--- config.mk ---
export PLATFORM = sky130hd
export DESIGN_NAME = gmc_command_if
export DESIGN_NICKNAME = d
export VERILOG_FILES = /design/src/inc/gmc_pkg.sv /design/src/rtl/gmc_range_decode.sv /design/src/rtl/gmc_rate_timer.sv /design/src/rtl/gmc_command_if.sv
export SDC_FILE = /design/constraint.sdc
export NUM_CORES = 1
export LEC_CHECK = 0
export BUFFER_PORTS_ARGS = -buffer_cell sky130_fd_sc_hd__buf_4
export CELL_PAD_IN_SITES_DETAIL_PLACEMENT = 0
export CELL_PAD_IN_SITES_GLOBAL_PLACEMENT = 1
export CORE_MARGIN = 2
export CORE_UTILIZATION = 30
export DETAILED_ROUTE_END_ITERATION = 7
export GPL_ROUTABILITY_DRIVEN = 0
export PLACE_DENSITY_LB_ADDON = 0.1
export SYNTH_ARGS = -nofsm -noshare
export SYNTH_HDL_FRONTEND = slang
export SYNTH_SLANG_ARGS = --single-unit
export TNS_END_PERCENT = 20
--- constraint.sdc ---
create_clock -name i_clock -period 2.4 [get_ports i_clock]
set_clock_uncertainty 0.15 [all_clocks]
set_input_delay 0 -clock i_clock [delete_from_list [all_inputs] [get_ports i_clock]]
set_output_delay 0 -clock i_clock [all_outputs]
set_load 0.05 [all_outputs]
--- src/inc/gmc_pkg.sv ---
// Shared constants and types for the bus command interface of the meter
package gmc_pkg;

  // Primary address switches
  localparam int          ADDR_W         = 5;
  localparam logic [4:0]  ADDR_RESERVED  = 5'h1F;
  localparam logic [4:0]  ADDR_FACTORY   = 5'h05;

  // Bus byte codes with attention asserted
  localparam logic [7:0]  CMD_GTL        = 8'h01;
  localparam logic [7:0]  CMD_SDC        = 8'h04;
  localparam logic [7:0]  CMD_GET        = 8'h08;
  localparam logic [7:0]  CMD_LLO        = 8'h11;
  localparam logic [7:0]  CMD_DCL        = 8'h14;
  localparam logic [7:0]  CMD_SPE        = 8'h18;
  localparam logic [7:0]  CMD_SPD        = 8'h19;
  localparam logic [7:0]  CMD_UNL        = 8'h3F;
  localparam logic [7:0]  CMD_UNT        = 8'h5F;
  localparam logic [2:0]  GRP_LISTEN     = 3'h1;
  localparam logic [2:0]  GRP_TALK       = 3'h2;

  // Device dependent command letters
  localparam logic [7:0]  CH_EXECUTE     = 8'h58;
  localparam logic [7:0]  CH_RANGE       = 8'h52;
  localparam logic [7:0]  CH_MODE        = 8'h4D;
  localparam logic [7:0]  CH_TRIG        = 8'h54;
  localparam logic [7:0]  CH_TERM        = 8'h59;
  localparam logic [7:0]  CH_FILT        = 8'h50;
  localparam logic [7:0]  CH_DAMP        = 8'h44;
  localparam logic [7:0]  CH_ZERO        = 8'h5A;
  localparam logic [7:0]  CH_RES         = 8'h42;
  localparam logic [7:0]  CH_DIGIT0      = 8'h30;
  localparam logic [7:0]  CH_LF          = 8'h0A;

  // Range codes
  localparam logic [2:0]  range_code_lowest  = 3'h1;
  localparam logic [2:0]  range_code_highest = 3'h7;
  localparam logic [2:0]  RANGE_FAST_MIN     = 3'h4;

  // Default settings
  localparam logic        DEF_IRQ_MODE   = 1'b0;
  localparam logic [1:0]  DEF_TRIG       = 2'h0;
  localparam logic [7:0]  DEF_TERM       = CH_LF;
  localparam logic [1:0]  DEF_FILT       = 2'h1;
  localparam logic        DEF_DAMP       = 1'b0;
  localparam logic        DEF_ZERO       = 1'b0;
  localparam logic        DEF_RES        = 1'b0;

  // Reading rate timing
  localparam int          CLK_HZ         = 25_000_000;
  localparam int          RATE_SLOW_HZ   = 4;
  localparam int          RATE_FAST_HZ   = 8;
  localparam int          SLOW_CYCLES    = CLK_HZ / RATE_SLOW_HZ;
  localparam int          FAST_CYCLES    = CLK_HZ / RATE_FAST_HZ;

  // Status byte bits
  localparam int          STB_RQS_BIT    = 6;
  localparam int          STB_ERR_BIT    = 5;

  typedef enum logic [1:0] {
    GMC_IDLE, GMC_LISTEN, GMC_TALK
  } gmc_role_t;

  typedef enum logic [1:0] {
    GMC_TX_IDLE, GMC_TX_BYTE, GMC_TX_WAIT
  } gmc_tx_t;

endpackage

--- src/rtl/gmc_range_decode.sv ---
// Range code to full scale and bus reading interval
`timescale 1ns/10ps
`default_nettype none
module gmc_range_decode
  import gmc_pkg::*;
(
  input  wire logic [2:0]  i_range,
  output logic      [10:0] o_full_scale_mv,
  output logic             o_fast_rate
);

  // Full scale in millivolts; lower three ranges in microvolt units /1000
  always_comb begin
    case (i_range)
      3'h1:    o_full_scale_mv = 11'h002;
      3'h2:    o_full_scale_mv = 11'h014;
      3'h3:    o_full_scale_mv = 11'h0C8;
      3'h4:    o_full_scale_mv = 11'h002;
      3'h5:    o_full_scale_mv = 11'h014;
      3'h6:    o_full_scale_mv = 11'h014;
      default: o_full_scale_mv = 11'h3E8;
    endcase
  end

  // Three lowest ranges read slowly
  assign o_fast_rate = (i_range >= RANGE_FAST_MIN);

endmodule
`default_nettype wire

--- src/rtl/gmc_rate_timer.sv ---
// Reading pace timer for bus updates
`timescale 1ns/10ps
`default_nettype none
module gmc_rate_timer
  import gmc_pkg::*;
#(
  parameter int SLOW = SLOW_CYCLES,
  parameter int FAST = FAST_CYCLES
) (
  input  wire logic i_clock,
  input  wire logic i_rst,
  input  wire logic i_ce,
  input  wire logic i_run,
  input  wire logic i_fast,
  output logic      o_tick
);

  if (FAST < 1 || SLOW < FAST || SLOW >= (1 << 24)) begin : g_bad_interval
    $error("gmc_rate_timer: bad interval");
  end

  logic [23:0] count_reg;

  // Tick at zero, then reload and count down one reading interval
  always_ff @(posedge i_clock) begin
    if (i_rst) begin
      count_reg <= 24'h000000;
      o_tick    <= 1'b0;
    end else if (i_ce) begin
      o_tick <= 1'b0;
      if (!i_run) begin
        count_reg <= 24'h000000;
      end else if (count_reg == 24'h000000) begin
        o_tick    <= 1'b1;
        count_reg <= i_fast ? 24'(FAST - 1) : 24'(SLOW - 1);
      end else begin
        count_reg <= count_reg - 24'h000001;
      end
    end
  end

endmodule
`default_nettype wire

--- src/rtl/gmc_command_if.sv ---
// Bus listener, talker and command interpreter of the meter
`timescale 1ns/10ps
`default_nettype none
//////////////////////////////////////////////////////////////////////////////
// Operation
// - Five address switches select one of 31 talk/listen address pairs.
// - Switch pattern all ones is never accepted as the device address.
// - Factory switch setting is address five.
// - Switches are captured only at power-up reset.
// - Interface clear resets bus roles only, settings kept; the code also leaves serial poll mode.
// - Remote enable puts device in remote and lights remote lamp; the code enters remote only on its listen address while remote enable is true.
// - End is asserted with the last byte of a multi-byte transfer.
// - Service request line asks controller for a serial poll.
// - Universal device clear restores all default settings.
// - After lockout front-panel controls cannot change settings.
// - Serial poll disable leaves poll mode, data output resumes.
// - Poll enabled and talking sends status byte instead of data.
// - Untalk idles the device only if it was talker.
// - Unlisten idles the device only if it was listener.
// - Selected device clear while listening acts as device clear.
// - Group trigger while listening starts a conversion.
// - Go to local while listening returns panel control, settings kept.
// - Device commands stay pending until the execute character.
// - Range codes one to seven map to the seven full scales; in the code codes five and six both decode to 20.
// - Bus reading rate is 4/s on low ranges, 8/s otherwise.
// - Clear defaults: top range, no SRQ, trigger 0, CR-LF, filter 1; the code sets the terminator to LF only.
// - An invalid command string changes no setting; the code keeps its valid pairs pending, so the next valid execute applies them.
// - Service request only in interrupt response mode.
module gmc_command_if
  import gmc_pkg::*;
#(
  parameter int SLOW = SLOW_CYCLES,
  parameter int FAST = FAST_CYCLES
) (
  input  wire logic        i_clock,
  input  wire logic        i_rst,
  input  wire logic        i_ce,
  input  wire logic [4:0]  i_addr_sw,
  input  wire logic [7:0]  i_bus_data,
  input  wire logic        i_bus_valid,
  input  wire logic        i_atn,
  input  wire logic        i_ifc,
  input  wire logic        i_ren,
  input  wire logic        i_tx_ready,
  input  wire logic [7:0]  i_rdg_data,
  input  wire logic        i_rdg_valid,
  input  wire logic        i_rdg_last,
  input  wire logic        i_rdg_ovfl,
  input  wire logic        i_panel_req,
  input  wire logic [2:0]  i_panel_range,
  output logic [7:0]       o_tx_data,
  output logic             o_tx_valid,
  output logic             o_eoi,
  output logic             o_srq,
  output logic             o_remote,
  output logic             o_lockout,
  output logic             o_talker,
  output logic             o_listener,
  output logic             o_rdg_ack,
  output logic             o_trigger,
  output logic [2:0]       o_range,
  output logic             o_irq_mode,
  output logic [1:0]       o_trig_mode,
  output logic [7:0]       o_term,
  output logic [1:0]       o_filter,
  output logic             o_damping,
  output logic             o_zero,
  output logic             o_hi_res,
  output logic [10:0]      o_full_scale_mv,
  output logic             o_fast_rate
);

  //////////////////////////////////////////////////////////////////////////
  // Address capture
  logic [4:0] addr_reg;
  logic       addr_ok_reg;
  logic       boot_reg;

  // Latch switches once, in the cycle after power-up reset releases
  always_ff @(posedge i_clock) begin
    if (i_rst) begin
      boot_reg    <= 1'b1;
      addr_reg    <= ADDR_FACTORY;
      addr_ok_reg <= 1'b0;
    end else if (i_ce && boot_reg) begin
      boot_reg    <= 1'b0;
      addr_reg    <= i_addr_sw;
      addr_ok_reg <= (i_addr_sw != ADDR_RESERVED);
    end
  end

  //////////////////////////////////////////////////////////////////////////
  // Command byte decode
  logic cmd_valid;
  logic dat_valid;
  logic my_listen;
  logic my_talk;
  logic other_talk;
  logic is_listener;
  logic is_talker;
  gmc_role_t role_reg;

  assign cmd_valid  = i_ce && i_bus_valid && i_atn;
  assign dat_valid  = i_ce && i_bus_valid && !i_atn;
  assign my_listen  = cmd_valid && addr_ok_reg
                      && i_bus_data == {GRP_LISTEN, addr_reg};
  assign my_talk    = cmd_valid && addr_ok_reg
                      && i_bus_data == {GRP_TALK, addr_reg};
  assign other_talk = cmd_valid && i_bus_data[6:5] == GRP_TALK[1:0]
                      && i_bus_data != CMD_UNT && !my_talk;
  assign is_listener = (role_reg == GMC_LISTEN);
  assign is_talker   = (role_reg == GMC_TALK);

  logic do_clear, do_get, do_gtl;
  assign do_clear = cmd_valid && (i_bus_data == CMD_DCL
                    || (i_bus_data == CMD_SDC && is_listener));
  assign do_get   = cmd_valid && i_bus_data == CMD_GET && is_listener;
  assign do_gtl   = cmd_valid && i_bus_data == CMD_GTL && is_listener;

  // Talk/listen role; interface clear idles it
  always_ff @(posedge i_clock) begin
    if (i_rst) begin
      role_reg <= GMC_IDLE;
    end else if (i_ce) begin
      if (i_ifc) begin
        role_reg <= GMC_IDLE;
      end else if (my_listen) begin
        role_reg <= GMC_LISTEN;
      end else if (my_talk) begin
        role_reg <= GMC_TALK;
      end else if (cmd_valid && i_bus_data == CMD_UNT && is_talker) begin
        role_reg <= GMC_IDLE;
      end else if (cmd_valid && i_bus_data == CMD_UNL && is_listener) begin
        role_reg <= GMC_IDLE;
      end else if (other_talk && is_talker) begin
        role_reg <= GMC_IDLE;
      end
    end
  end

  //////////////////////////////////////////////////////////////////////////
  // Remote, lockout and serial poll state
  logic spe_reg;

  always_ff @(posedge i_clock) begin
    if (i_rst) begin
      o_remote  <= 1'b0;
      o_lockout <= 1'b0;
      spe_reg   <= 1'b0;
    end else if (i_ce) begin
      if (!i_ren) begin
        o_remote  <= 1'b0;
        o_lockout <= 1'b0;
      end else begin
        if (my_listen)
          o_remote <= 1'b1;
        else if (do_gtl)
          o_remote <= 1'b0;
        if (cmd_valid && i_bus_data == CMD_LLO)
          o_lockout <= 1'b1;
      end
      if (i_ifc)
        spe_reg <= 1'b0;
      else if (cmd_valid && i_bus_data == CMD_SPE)
        spe_reg <= 1'b1;
      else if (cmd_valid && i_bus_data == CMD_SPD)
        spe_reg <= 1'b0;
    end
  end

  //////////////////////////////////////////////////////////////////////////
  // Staged device dependent commands
  logic [7:0] letter_reg;
  logic       have_letter_reg;
  logic       bad_reg;
  logic [2:0] p_range_reg;
  logic       p_irq_reg;
  logic [1:0] p_trig_reg;
  logic [7:0] p_term_reg;
  logic [1:0] p_filt_reg;
  logic       p_damp_reg;
  logic       p_zero_reg;
  logic       p_res_reg;
  logic [7:0] arg;
  logic       listen_data;
  logic       apply;

  assign arg         = i_bus_data - CH_DIGIT0;
  assign listen_data = dat_valid && is_listener;
  assign apply       = listen_data && !have_letter_reg
                       && i_bus_data == CH_EXECUTE && !bad_reg;

  // Collect letter/argument pairs into pending copies
  always_ff @(posedge i_clock) begin
    if (i_rst || (i_ce && do_clear)) begin
      have_letter_reg <= 1'b0;
      letter_reg      <= 8'h00;
      bad_reg         <= 1'b0;
      p_range_reg     <= range_code_highest;
      p_irq_reg       <= DEF_IRQ_MODE;
      p_trig_reg      <= DEF_TRIG;
      p_term_reg      <= DEF_TERM;
      p_filt_reg      <= DEF_FILT;
      p_damp_reg      <= DEF_DAMP;
      p_zero_reg      <= DEF_ZERO;
      p_res_reg       <= DEF_RES;
    end else if (listen_data) begin
      if (!have_letter_reg) begin
        if (i_bus_data == CH_EXECUTE) begin
          bad_reg <= 1'b0;
        end else begin
          letter_reg      <= i_bus_data;
          have_letter_reg <= 1'b1;
        end
      end else begin
        have_letter_reg <= 1'b0;
        case (letter_reg)
          CH_RANGE:
            if (arg >= 8'(range_code_lowest) && arg <= 8'(range_code_highest))
              p_range_reg <= arg[2:0];
            else
              bad_reg <= 1'b1;
          CH_MODE:
            if (arg <= 8'h01) p_irq_reg <= arg[0];
            else bad_reg <= 1'b1;
          CH_TRIG:
            if (arg <= 8'h03) p_trig_reg <= arg[1:0];
            else bad_reg <= 1'b1;
          CH_TERM: p_term_reg <= i_bus_data;
          CH_FILT:
            if (arg <= 8'h02) p_filt_reg <= arg[1:0];
            else bad_reg <= 1'b1;
          CH_DAMP:
            if (arg <= 8'h01) p_damp_reg <= arg[0];
            else bad_reg <= 1'b1;
          CH_ZERO:
            if (arg <= 8'h01) p_zero_reg <= arg[0];
            else bad_reg <= 1'b1;
          CH_RES:
            if (arg <= 8'h01) p_res_reg <= arg[0];
            else bad_reg <= 1'b1;
          default: bad_reg <= 1'b1;
        endcase
      end
    end
  end

  // Live settings; commit on execute, defaults on clear, panel unless locked or remote
  always_ff @(posedge i_clock) begin
    if (i_rst || (i_ce && do_clear)) begin
      o_range     <= range_code_highest;
      o_irq_mode  <= DEF_IRQ_MODE;
      o_trig_mode <= DEF_TRIG;
      o_term      <= DEF_TERM;
      o_filter    <= DEF_FILT;
      o_damping   <= DEF_DAMP;
      o_zero      <= DEF_ZERO;
      o_hi_res    <= DEF_RES;
    end else if (i_ce && apply) begin
      o_range     <= p_range_reg;
      o_irq_mode  <= p_irq_reg;
      o_trig_mode <= p_trig_reg;
      o_term      <= p_term_reg;
      o_filter    <= p_filt_reg;
      o_damping   <= p_damp_reg;
      o_zero      <= p_zero_reg;
      o_hi_res    <= p_res_reg;
    end else if (i_ce && i_panel_req && !o_lockout && !o_remote) begin
      if (i_panel_range >= range_code_lowest)
        o_range <= i_panel_range;
    end
  end

  //////////////////////////////////////////////////////////////////////////
  // Trigger, service request and output
  logic fast;
  logic tick;
  logic run;
  logic err_reg;
  logic data_ready_reg;
  logic rqs_reg;
  logic [7:0] stb;
  logic [10:0] fs_next;
  gmc_tx_t tx_reg;

  gmc_range_decode u_decode (
    .i_range         (o_range),
    .o_full_scale_mv (fs_next),
    .o_fast_rate     (fast)
  );

  assign run = o_trig_mode[1] ? 1'b0 : is_talker;

  gmc_rate_timer #(
    .SLOW (SLOW),
    .FAST (FAST)
  ) u_timer (
    .i_clock (i_clock),
    .i_rst   (i_rst),
    .i_ce    (i_ce),
    .i_run   (run),
    .i_fast  (fast),
    .o_tick  (tick)
  );

  assign stb = {1'b0, rqs_reg, err_reg, 3'h0, 1'b0, i_rdg_ovfl};

  // Conversion start pulse, status flags and request line
  always_ff @(posedge i_clock) begin
    if (i_rst) begin
      o_trigger      <= 1'b0;
      o_fast_rate    <= 1'b0;
      err_reg        <= 1'b0;
      data_ready_reg <= 1'b0;
      rqs_reg        <= 1'b0;
      o_srq          <= 1'b0;
    end else if (i_ce) begin
      o_fast_rate <= fast;
      o_trigger   <= do_get || tick;
      if (listen_data && i_bus_data == CH_EXECUTE && bad_reg)
        err_reg <= 1'b1;
      else if (spe_reg && is_talker && tx_reg == GMC_TX_WAIT)
        err_reg <= 1'b0;
      if (tick || do_get)
        data_ready_reg <= 1'b1;
      else if (spe_reg && is_talker && tx_reg == GMC_TX_WAIT)
        data_ready_reg <= 1'b0;
      rqs_reg <= o_irq_mode && (err_reg || data_ready_reg);
      o_srq   <= o_irq_mode && (err_reg || data_ready_reg);
    end
  end

  // Talker byte path: status byte under poll, else reading bytes
  always_ff @(posedge i_clock) begin
    if (i_rst) begin
      tx_reg     <= GMC_TX_IDLE;
      o_tx_data  <= 8'h00;
      o_tx_valid <= 1'b0;
      o_eoi      <= 1'b0;
      o_rdg_ack  <= 1'b0;
    end else if (i_ce) begin
      o_rdg_ack <= 1'b0;
      case (tx_reg)
        GMC_TX_IDLE:
          if (is_talker && !i_atn) begin
            if (spe_reg) begin
              o_tx_data  <= stb;
              o_eoi      <= 1'b0;
              o_tx_valid <= 1'b1;
              tx_reg     <= GMC_TX_BYTE;
            end else if (i_rdg_valid) begin
              o_tx_data  <= i_rdg_data;
              o_eoi      <= i_rdg_last;
              o_tx_valid <= 1'b1;
              o_rdg_ack  <= 1'b1;
              tx_reg     <= GMC_TX_BYTE;
            end
          end
        GMC_TX_BYTE:
          if (i_tx_ready) begin
            o_tx_valid <= 1'b0;
            o_eoi      <= 1'b0;
            tx_reg     <= spe_reg ? GMC_TX_WAIT : GMC_TX_IDLE;
          end
        default:
          if (!spe_reg || !is_talker)
            tx_reg <= GMC_TX_IDLE;
      endcase
    end
  end

  // Role flags and registered full scale
  always_ff @(posedge i_clock) begin
    if (i_rst) begin
      o_talker   <= 1'b0;
      o_listener <= 1'b0;
      o_full_scale_mv <= 11'h000;
    end else if (i_ce) begin
      o_talker   <= is_talker;
      o_listener <= is_listener;
      o_full_scale_mv <= fs_next;
    end
  end

endmodule
`default_nettype wire

# Word level (Yosys, flattened, before mapping)
# Index checks and enable logic that the tools add are counted.
[word_totals]
word_cells = 241
reg_bits = 116
inputBits = 36
output_inout_bits = 48
[classes]
bitwise = 2
n_mux = 58
order_cmp = 7
reduce_logical = 88
eq_ne = 43
add_sub_neg = 2
[op_table]
columns = ["cell", "n"]
rows = [
  ["equality test 8 x 7 -> 1 bit (second input constant)", 10],
  ["2-to-1 mux 24 bit", 2],
  ["logical AND 1 bit", 40],
  ["2-to-1 mux 1 bit", 33],
  ["equality test 8 x 5 -> 1 bit (second input constant)", 4],
  ["AND reduction 4 bit", 8],
  ["one-hot mux 10 bit (3 select lines)", 1],
  ["logical NOT 24 bit", 1],
  ["2-to-1 mux 2 bit", 12],
  ["subtractor 24 x 1 -> 24 bit (second input constant)", 1],
  ["2-to-1 mux 23 bit", 1],
  ["<= comparator 8 x 2 -> 1 bit (second input constant)", 2],
  ["2-to-1 mux 8 bit", 2],
  ["inequality test 3 bit (second input constant)", 5],
  ["AND reduction 2 bit", 7],
  ["nonzero test 2 bit", 7],
  ["AND reduction 5 bit", 2],
  ["equality test 3 bit (second input constant)", 3],
  ["2-to-1 mux 3 bit", 3],
  ["equality test 8 x 1 -> 1 bit (second input constant)", 1],
  ["equality test 8 x 3 -> 1 bit (second input constant)", 1],
  ["equality test 8 x 4 -> 1 bit (second input constant)", 1],
  ["equality test 8 x 6 -> 1 bit", 1],
  ["equality test 8 x 6 -> 1 bit (second input constant)", 1],
  ["other kinds (30)", 51],
]

# Depth between registers and ports, before layout
# Gate-level depths: netlist of the first run.
[depth]
word_depth = 13
mapped_depth = 9
depth_no_buf = 6

# Modules after synthesis
# Synthesis of the first run repeated with hierarchy kept, for this count alone.
[hier_totals]
hier_cells = 669
area_unflattened_um2 = 5683.0
[modules_own_cells]
columns = ["mod", "cells_per_inst", "seq_area_each_um2", "area_each_um2", "n_inst"]
rows = [
  ["gmc_command_if", 445, 1821.7, 3953.8, 1],
  ["gmc_rate_timer", 205, 500.5, 1617.8, 1],
  ["gmc_range_decode", 19, 0.0, 111.4, 1],
]

# Least setup slack after synthesis of the first run
# No wires, ideal clock.
[synth_timing]
kind = "register to register"
startpoint = "register role_reg[0]"
endpoint = "register o_filter[0]"
setup_ps = 136
required_time_ps = 2114
setup_slack_ps = 175
path_buffers = 4
path_stages_with_launch = 10
arrival_time_ps = 1939
period_less_slack_ps = 2225
path_cell_list = "dfxtp_1 -> buf_2 -> nand2b_1 -> or3_1 -> buf_2 -> or4_1 -> buf_2 -> buf_2 -> nand2_1 -> nand3_1"
[synth_via]
elab_chain_len = 6
word_cells_on_any_way = 11
cone_classes = "eq/ne: 1; reduce/logical: 10"
[synth_lines]
columns = ["element", "line_no", "text"]
rows = [
  ["start, declared", "gmc_command_if.sv:101", "gmc_role_t role_reg;"],
  ["start signal, assigned", "gmc_command_if.sv:123", "role_reg <= GMC_IDLE;"],
  ["start signal, assigned", "gmc_command_if.sv:126", "role_reg <= GMC_IDLE;"],
  ["start signal, assigned", "gmc_command_if.sv:128", "role_reg <= GMC_LISTEN;"],
  ["equality test 2 x 1 -> 1 bit *", "gmc_command_if.sv:111", "assign is_listener = (role_reg == GMC_LISTEN);"],
  ["logical AND 1 bit, on equally long branches", "gmc_command_if.sv:189, gmc_command_if.sv:116", ""],
  ["logical AND 1 bit or logical OR 1 bit (tied branches)", "gmc_command_if.sv:190, gmc_command_if.sv:116", ""],
  ["logical AND 1 bit, on equally long branches", "gmc_command_if.sv:191, gmc_command_if.sv:115", ""],
  ["logical AND 1 bit, on equally long branches", "gmc_command_if.sv:191, gmc_command_if.sv:250", ""],
  ["logical AND 1 bit or logical OR 1 bit (tied branches)", "gmc_command_if.sv:259, gmc_command_if.sv:250", ""],
  ["end signal, assigned", "gmc_command_if.sv:264", "o_filter <= p_filt_reg;"],
  ["end, declared", "gmc_command_if.sv:65", "output logic [1:0] o_filter,"],
]
# Mark *: on every way between the ends. The rest lies on a longest branch, timed or not.
# A chain may end at the register's enable or synchronous reset.

# Worst setup path after layout of the first run
[layout_timing]
startpoint = "register role_reg[0]"
endpoint = "register o_eoi"
[layout_via]
elab_chain_len = 4
[layout_lines]
columns = ["element", "line_no", "text"]
rows = [
  ["equality test 2 bit", "gmc_command_if.sv:112", "assign is_talker = (role_reg == GMC_TALK);"],
  ["logical AND 1 bit", "gmc_command_if.sv:345", "if (is_talker && !i_atn) begin"],
  ["inequality test 2 bit (no line)", "-", ""],
  ["AND reduction 5 bit (no line)", "-", ""],
  ["end signal, assigned", "gmc_command_if.sv:353", "o_eoi <= i_rdg_last;"],
  ["end, declared", "gmc_command_if.sv:53", "output logic o_eoi,"],
]
# Every way passes these cells.

==> results by group, run 1 <==
Setup path
  • Critical path capture point type: flop
  • CP required: 2.55 ns
  • Critical path fanouts, max: 9
  • CP Data Arrival Time: 2.38 ns
  • Worst Path Class, Setup: reg -> reg
  • Worst setup SP type: flop

Detailed routing
  • Number of vias per cell: 5.07
  • Antenna-violating nets left: 0
  • DRT iter0 DRCs: 245
  • DR vias: 4922
  • 1st-pass router iterations: 5
  • Wire per inst: 16.5 um
  • # DRC: 0
  • WL final: 16.0 mm

CTS
  • H-tree depth: 3
  • Clock Latency Late Sink: 0.36 ns
  • CTS tree: built
  • Clock Path Buffers: 2
  • Number of CTS-inserted buffers: 9
  • Clock transition at path regs: 0.07 ns
  • Root buf cell: clkbuf_16
  • Clock Sinks: 109

Timing
  • RSZ-0062 raised after global routing: no
  • Slew margin rel.: 0.362
  • Fin Setup TNS: 0 ns
  • PnR worst setup slack: 0.174 ns
  • Final worst path period share: 0.928
  • Final slew viol count: 0
  • Hold Vio Cnt, Final: 0
  • Fmax: 449 MHz
  • Final Critical Period: 2.23 ns
  • Worst Max-Slew Pin Slew: 0.952 ns
  • Final setup fails: 0

GRT
  • GRT Util Overall: 0.178
  • Vias in the first global route: 4737
  • Initial antenna violation count: 0
  • First-pass GRT wire length: 25.3 mm
  • Overflow after GRT: 0
  • Largest net degree at the start of global routing: 51

Cells and area
  • # fillers: 1740
  • Register area: 2180 um2
  • Share of layout cells above drive strength 1: 0.196
  • Antenna cell count: 0
  • Nets: 778
  • Finished Layout Cells: 970
  • Post-route core utilization: 0.398
  • Area of the multi-input gates: 2780 um2
  • Max FFs per register: 24
  • Area growth syn-to-layout: 31.0%

Synth
  • Unique masters post-synth: 64
  • Mapped Area: 5190 um2
  • YS warnings: 0
  • Main flop type after synthesis: dfxtp_1
  • Post-synth EDFFs: 0
  • Flops & latches, synth: 109
  • Seq/Total Area, Yosys: 0.420
  • Post-Synthesis Cells: 622
  • Async set-reset flop share out of synthesis: 0
  • Mean area per synthesized cell: 8.35 um2

Floorplanning
  • Starting Density: 0.304
  • Die area: 18400 um2
  • Horiz. Die Dim: 136 um
  • Core area: 17100 um2
  • Die Span Y: 136 um
  • Row count: 48
  • Io pins: 84

Power
  • Peak VDD IR: 0.337 mV
  • Pwr/cell area: 574 nW/um2
  • Leakage: 2.76 nW

Placement
  • HPWL after DPL: 11.0 mm
  • Placed cell count: 919
  • Post-Place Worst Slack: 0.206 ns
  • I/O Buffers: 81

Worst hold path
  • Worst hold-check path type: in -> reg

Job
  • Max_cap viols: 0

Run status
  • Status: finished clean
[worst paths after layout]
path	start	endpoint	slack (ns)	cells after the start
min reg2reg	p_term_reg[2]	o_term[2]	0.31	2
max reg2reg	role_reg[0]	o_eoi	0.17	8
max	role_reg[0]	o_eoi	0.17	8
min	i_atn	o_tx_data[0]	0.03	5
[critical path, stage by stage, from the launching register on]
cell	delay, ns
dfxtp_1	0.34
buf_4	0.16
nand3b_1	0.20
or2_4	0.26
nor4_2	0.13
buf_4	0.20
a32oi_1	0.11
nor2_1	0.09
dlygate4sd3_1	0.55
[placed cells by master, fill, tap and decap left out, types with 9 or more instances in the layout]
| cell type | synthesis | final |
|---|---|---|
| xnor2_1 | 10 | 10 |
| nor4_1 | 12 | 12 |
| inv_1 | 12 | 12 |
| nand3_1 | 22 | 22 |
| dfxtp_1 | 109 | 109 |
| dlygate4sd3_1 | 0 | 36 |
| mux2i_1 | 30 | 30 |
| nor2_1 | 76 | 76 |
| a211oi_1 | 11 | 11 |
| a21oi_1 | 41 | 41 |
| clkbuf_16 | 0 | 9 |
| nor3_1 | 27 | 27 |
| nand2_1 | 68 | 68 |
| o21ai_0 | 25 | 25 |
| buf_4 | 7 | 115 |
[synth_stat cells (all sizes together) (2+ instances only)]
cell type | count | area, um2
o41ai | 4 | 35.0
nand3 | 22 | 110
a32oi | 2 | 17.5
buf | 19 | 115
nor3 | 27 | 135
o21ai | 26 | 130
and4 | 2 | 17.5
inv | 12 | 45.0
a21oi | 42 | 214
o31a | 3 | 26.3
nor4bb | 3 | 30.0
or3 | 5 | 31.3
nand4 | 8 | 50.1
or2 | 3 | 18.8
nand4b | 4 | 50.1
nor4b | 5 | 43.8
nor2 | 76 | 285
nand2b | 6 | 37.5
clkbuf | 25 | 93.8
a22o | 5 | 43.8
o31ai | 7 | 52.6
mux2i | 30 | 300
nor2b | 7 | 43.8
xor2 | 2 | 17.5
nand3b | 2 | 15.0
o22ai | 3 | 18.8
a21o | 6 | 45.0
o211ai | 5 | 37.5
and3 | 7 | 43.8
nor3b | 3 | 22.5
o311a | 2 | 20.0
dfxtp | 109 | 2180
a211o | 2 | 17.5
a31oi | 5 | 31.3
xnor2 | 10 | 87.6
a211oi | 11 | 82.6
nor4 | 16 | 151
nand2 | 68 | 255
a22oi | 6 | 45.0
or4 | 7 | 56.3
[kinds of logic (layout without fill, tap and decap cells)]
| family | Yosys count | in the layout | synth area share |
|---|---|---|---|
| AO/OA/AOI/OAI | 137 | 137 | 0.171 |
| XOR/XNOR | 12 | 12 | 0.0202 |
| adder cells (fa/ha/maj) | 1 | 1 | 0.00241 |
| buffers and inverters | 56 | 178 | 0.0489 |
| flip-flops | 109 | 109 | 0.420 |
| multiplexers | 31 | 31 | 0.0600 |
| other | 1 | 2 | 0.000722 |
| AND/OR/NAND/NOR | 275 | 275 | 0.276 |
[per-stage QoR]
step / cell area (um2) / total power, mW / hold slack (ns)
6_report: 6810 / 3.91 / 0.0330
5_1_grt: 6810 / 4.08 / 0.0580
4_1_cts: 6790 / 3.96 / 0.0192
3_5_place_dp: 6130 / 2.37 / 0.103
3_3_place_gp: 6130 / 2.37 / 0.0897
2_1_floorplan: 5200 / 2.21 / -0.00606
[where the power goes]
group	switching, mW	internal (mW)	total [mW]
clock network	0.692	0.836	1.53
registers	0.0300	1.83	1.86
logic	0.304	0.217	0.521
total	1.03	2.88	3.91
[layout make-up]
cell class,count,area share
Inverter,12,0.00662
Sequential cell,109,0.321
Timing Repair Buffer,151,0.180
Clock buffer,12,0.0362
Tap cell,225,0.0414
Multi-Input combinational cell,458,0.409
Clock inverter,3,0.00680
[per-layer routing]
layer,vias up,track usage,wire [um]
li1,2479,-,-
met1,2327,0.226,7520
met2,98,0.297,7610
met3,18,0.0426,639
met4,0,0.0532,256
met5,-,0,0
[repair_timing]
| item | in CTS | in global routing |
|---|---|---|
| setup buffers | 0 | 0 |
| setup endpoints to repair | 0 | 6 |
| gates resized for setup | 0 | 4 |
| hold endpoints to repair | 69 | 0 |
| hold buffers | 36 | 0 |
(Power assumes the default switching activity.)
==> run 2: changes to the inputs <==
--- a/config.mk
+++ b/config.mk
@@ -13,6 +13,8 @@
 export DETAILED_ROUTE_END_ITERATION = 7
 export GPL_ROUTABILITY_DRIVEN = 0
 export PLACE_DENSITY_LB_ADDON = 0.1
+export RECOVER_POWER = 100
+export SETUP_SLACK_MARGIN = 0.1
 export SYNTH_ARGS = -nofsm -noshare
 export SYNTH_HDL_FRONTEND = slang
 export SYNTH_SLANG_ARGS = --single-unit
==> constraint.sdc (replaced) <==
create_clock -name i_clock -period 2.52 [get_ports i_clock]
set_clock_uncertainty 0.15 [all_clocks]
set_input_delay 0 -clock i_clock [delete_from_list [all_inputs] [get_ports i_clock]]
set_output_delay 0 -clock i_clock [all_outputs]
set_load 0.05 [all_outputs]
==> run 2 against run 1 <==
- non-clock buffer count fell by 6
- register-to-register slack barely moved
- combinational power fell by 8.4%
- design area fell by 4.1%
- wire length rose by 0.78%
- utilization fell by 1.6 points
- fmax fell by 4.5%
- cell count fell by 0.52%
- power fell by 7.9%
- clock-buffer cell count fell by 2
- sequential share of layout area rose by 1.4 points
- first-iteration DRC count rose by 25%
- critical path type unchanged
==> results by group, run 2 (synthesis results as in run 1) <==
Run status
  • Status: finished clean

CTS
  • Post-CTS setup buffer count: 0
  • Clock Sinks: 109
  • Clock Latency Late Sink: 0.36 ns
  • Clock transition at path regs: 0.07 ns
  • H-tree depth: 3
  • Root buf cell: clkbuf_16
  • CTS tree: built
  • Number of CTS-inserted buffers: 9
  • Clock Path Buffers: 2

Setup path
  • Worst setup SP type: flop
  • Reg2reg end: u_timer.count_reg[1]
  • R2R Path Start: u_timer.count_reg[2]
  • Critical path fanouts, max: 7
  • CP Data Arrival Time: 2.46 ns
  • Critical path capture point type: flop
  • Critical path origin: u_timer.count_reg[2]
  • R2R setup slack: 0.19 ns
  • Worst Path Class, Setup: reg -> reg
  • CP required: 2.65 ns
  • R2R depth: 5

Job
  • Max_cap viols: 0

Detailed routing
  • DR vias: 5003
  • DRT met1 WL: 7.40 mm
  • WL final: 16.2 mm
  • DR top layer: met4
  • Antenna-violating nets left: 0
  • DRT iter0 DRCs: 307
  • Wire per inst: 16.7 um
  • Number of vias per cell: 5.18
  • WL met3: 657 um
  • 1st-pass router iterations: 5
  • # DRC: 0
  • Met2 WL: 7.79 mm

Worst hold path
  • Worst Hold Path Cells: 5
  • Worst hold-check path type: in -> reg
  • Worst hold start: i_rdg_valid
  • Hold Path Sink: o_tx_valid

Cells and area
  • Antenna cell count: 0
  • Commonest cells after routing, fill and taps aside: dfxtp_1, nor2_1, nand2_1
  • Share of layout cells above drive strength 1: 0.122
  • Max FFs per register: 24
  • Nets: 772
  • # fillers: 1877
  • Area growth syn-to-layout: 25.7%
  • Most common cell after layout, fill and taps aside: dfxtp_1

Floorplanning
  • Starting Density: 0.304
  • Die area: 18400 um2
  • Io pins: 84
  • Row count: 48
  • Horiz. Die Dim: 136 um
  • Core area: 17100 um2
  • Die Span Y: 136 um

Timing
  • RSZ-0062 raised after global routing: yes
  • Hold Vio Cnt, Final: 0
  • Hold Slack: 0.0439 ns
  • Final slew viol count: 0
  • Worst Max-Slew Pin Slew: 0.963 ns
  • Final Critical Period: 2.33 ns
  • Slew margin rel.: 0.355
  • Fmax: 429 MHz
  • Fin Setup TNS: 0 ns
  • Final worst path period share: 0.925
  • Final setup fails: 0

Power
  • Peak VDD IR: 0.344 mV
  • Leakage: 2.52 nW
  • Pwr/cell area: 551 nW/um2

Placement
  • HPWL after DPL: 11.5 mm
  • I/O Buffers: 81

GRT
  • First-pass GRT wire length: 25.6 mm
  • GRT Util Overall: 0.178
  • Overflow after GRT: 0
  • Largest net degree at the start of global routing: 36
  • Initial antenna violation count: 0
  • Vias in the first global route: 4762
## run 2: cell count changes in the layout (fill, tap and decap cells not counted), sizes merged
cell,previous run,this run
clkinvlp,1,0
clkbuf,12,65
buf,115,54
clkinv,1,5
bufinv,1,0
inv,12,13
## run 2: worst max path at each step
stage                                  to  slack (ns)
global placement     u_timer.count_reg[3]        0.18
CTS                  u_timer.count_reg[3]        0.16
detailed placement   u_timer.count_reg[3]        0.17
global route        u_timer.count_reg[13]        0.05
finish               u_timer.count_reg[1]        0.19
floorplan                     o_filter[0]        0.29
## run 2: power by group
part           total, mW  switching [mW]  internal, mW
clock               1.35           0.658         0.697
sequential          1.77          0.0255          1.74
combinational      0.477           0.295         0.182
total               3.60           0.978          2.62
## run 2: layer usage
layer	track usage	vias up
met2	0.303	120
met1	0.226	2389
met5	0	-
li1	-	2470
met4	0.0590	0
met3	0.0329	24
## run 2: repair_timing
item / CTS / global route
setup endpoints to repair: 0 / 20
endpoints found under the hold margin: 60 / 0
hold buffers: 36 / 0
gates resized for setup: 0 / 2
## run 2: worst max-delay path, stage by stage (launching register included)
cell and delay, ns:
dfxtp_1 0.39, nor4_4 0.46, nand4b_4 0.21, or4_4 0.61, a211o_1 0.32, a21oi_2 0.12
## run 2: per-stage QoR
step | worst slack [ns] | power [mW] | utilization | cell area [um2] | cells
final | 0.188 | 3.60 | 0.382 | 6530 | 965
after global routing | 0.0520 | 3.77 | 0.382 | 6530 | 965
after CTS | 0.156 | 3.68 | 0.393 | 6730 | 965
after detailed placement | 0.170 | 2.25 | 0.356 | 6090 | 913
after global placement | 0.176 | 2.25 | 0.356 | 6090 | 913
after floorplan | 0.295 | 2.10 | - | 5200 | 623
## run 2: final cells by class
cell class | instances | area, um2 | share of cell area
inverter | 12 | 45.0 | 0.00690
tap | 225 | 282 | 0.0431
sequential | 109 | 2180 | 0.334
clock buffer | 10 | 239 | 0.0366
multi-input combinational | 458 | 2770 | 0.424
timing repair buffer | 145 | 977 | 0.150
clock inverter | 6 | 37.5 | 0.00575
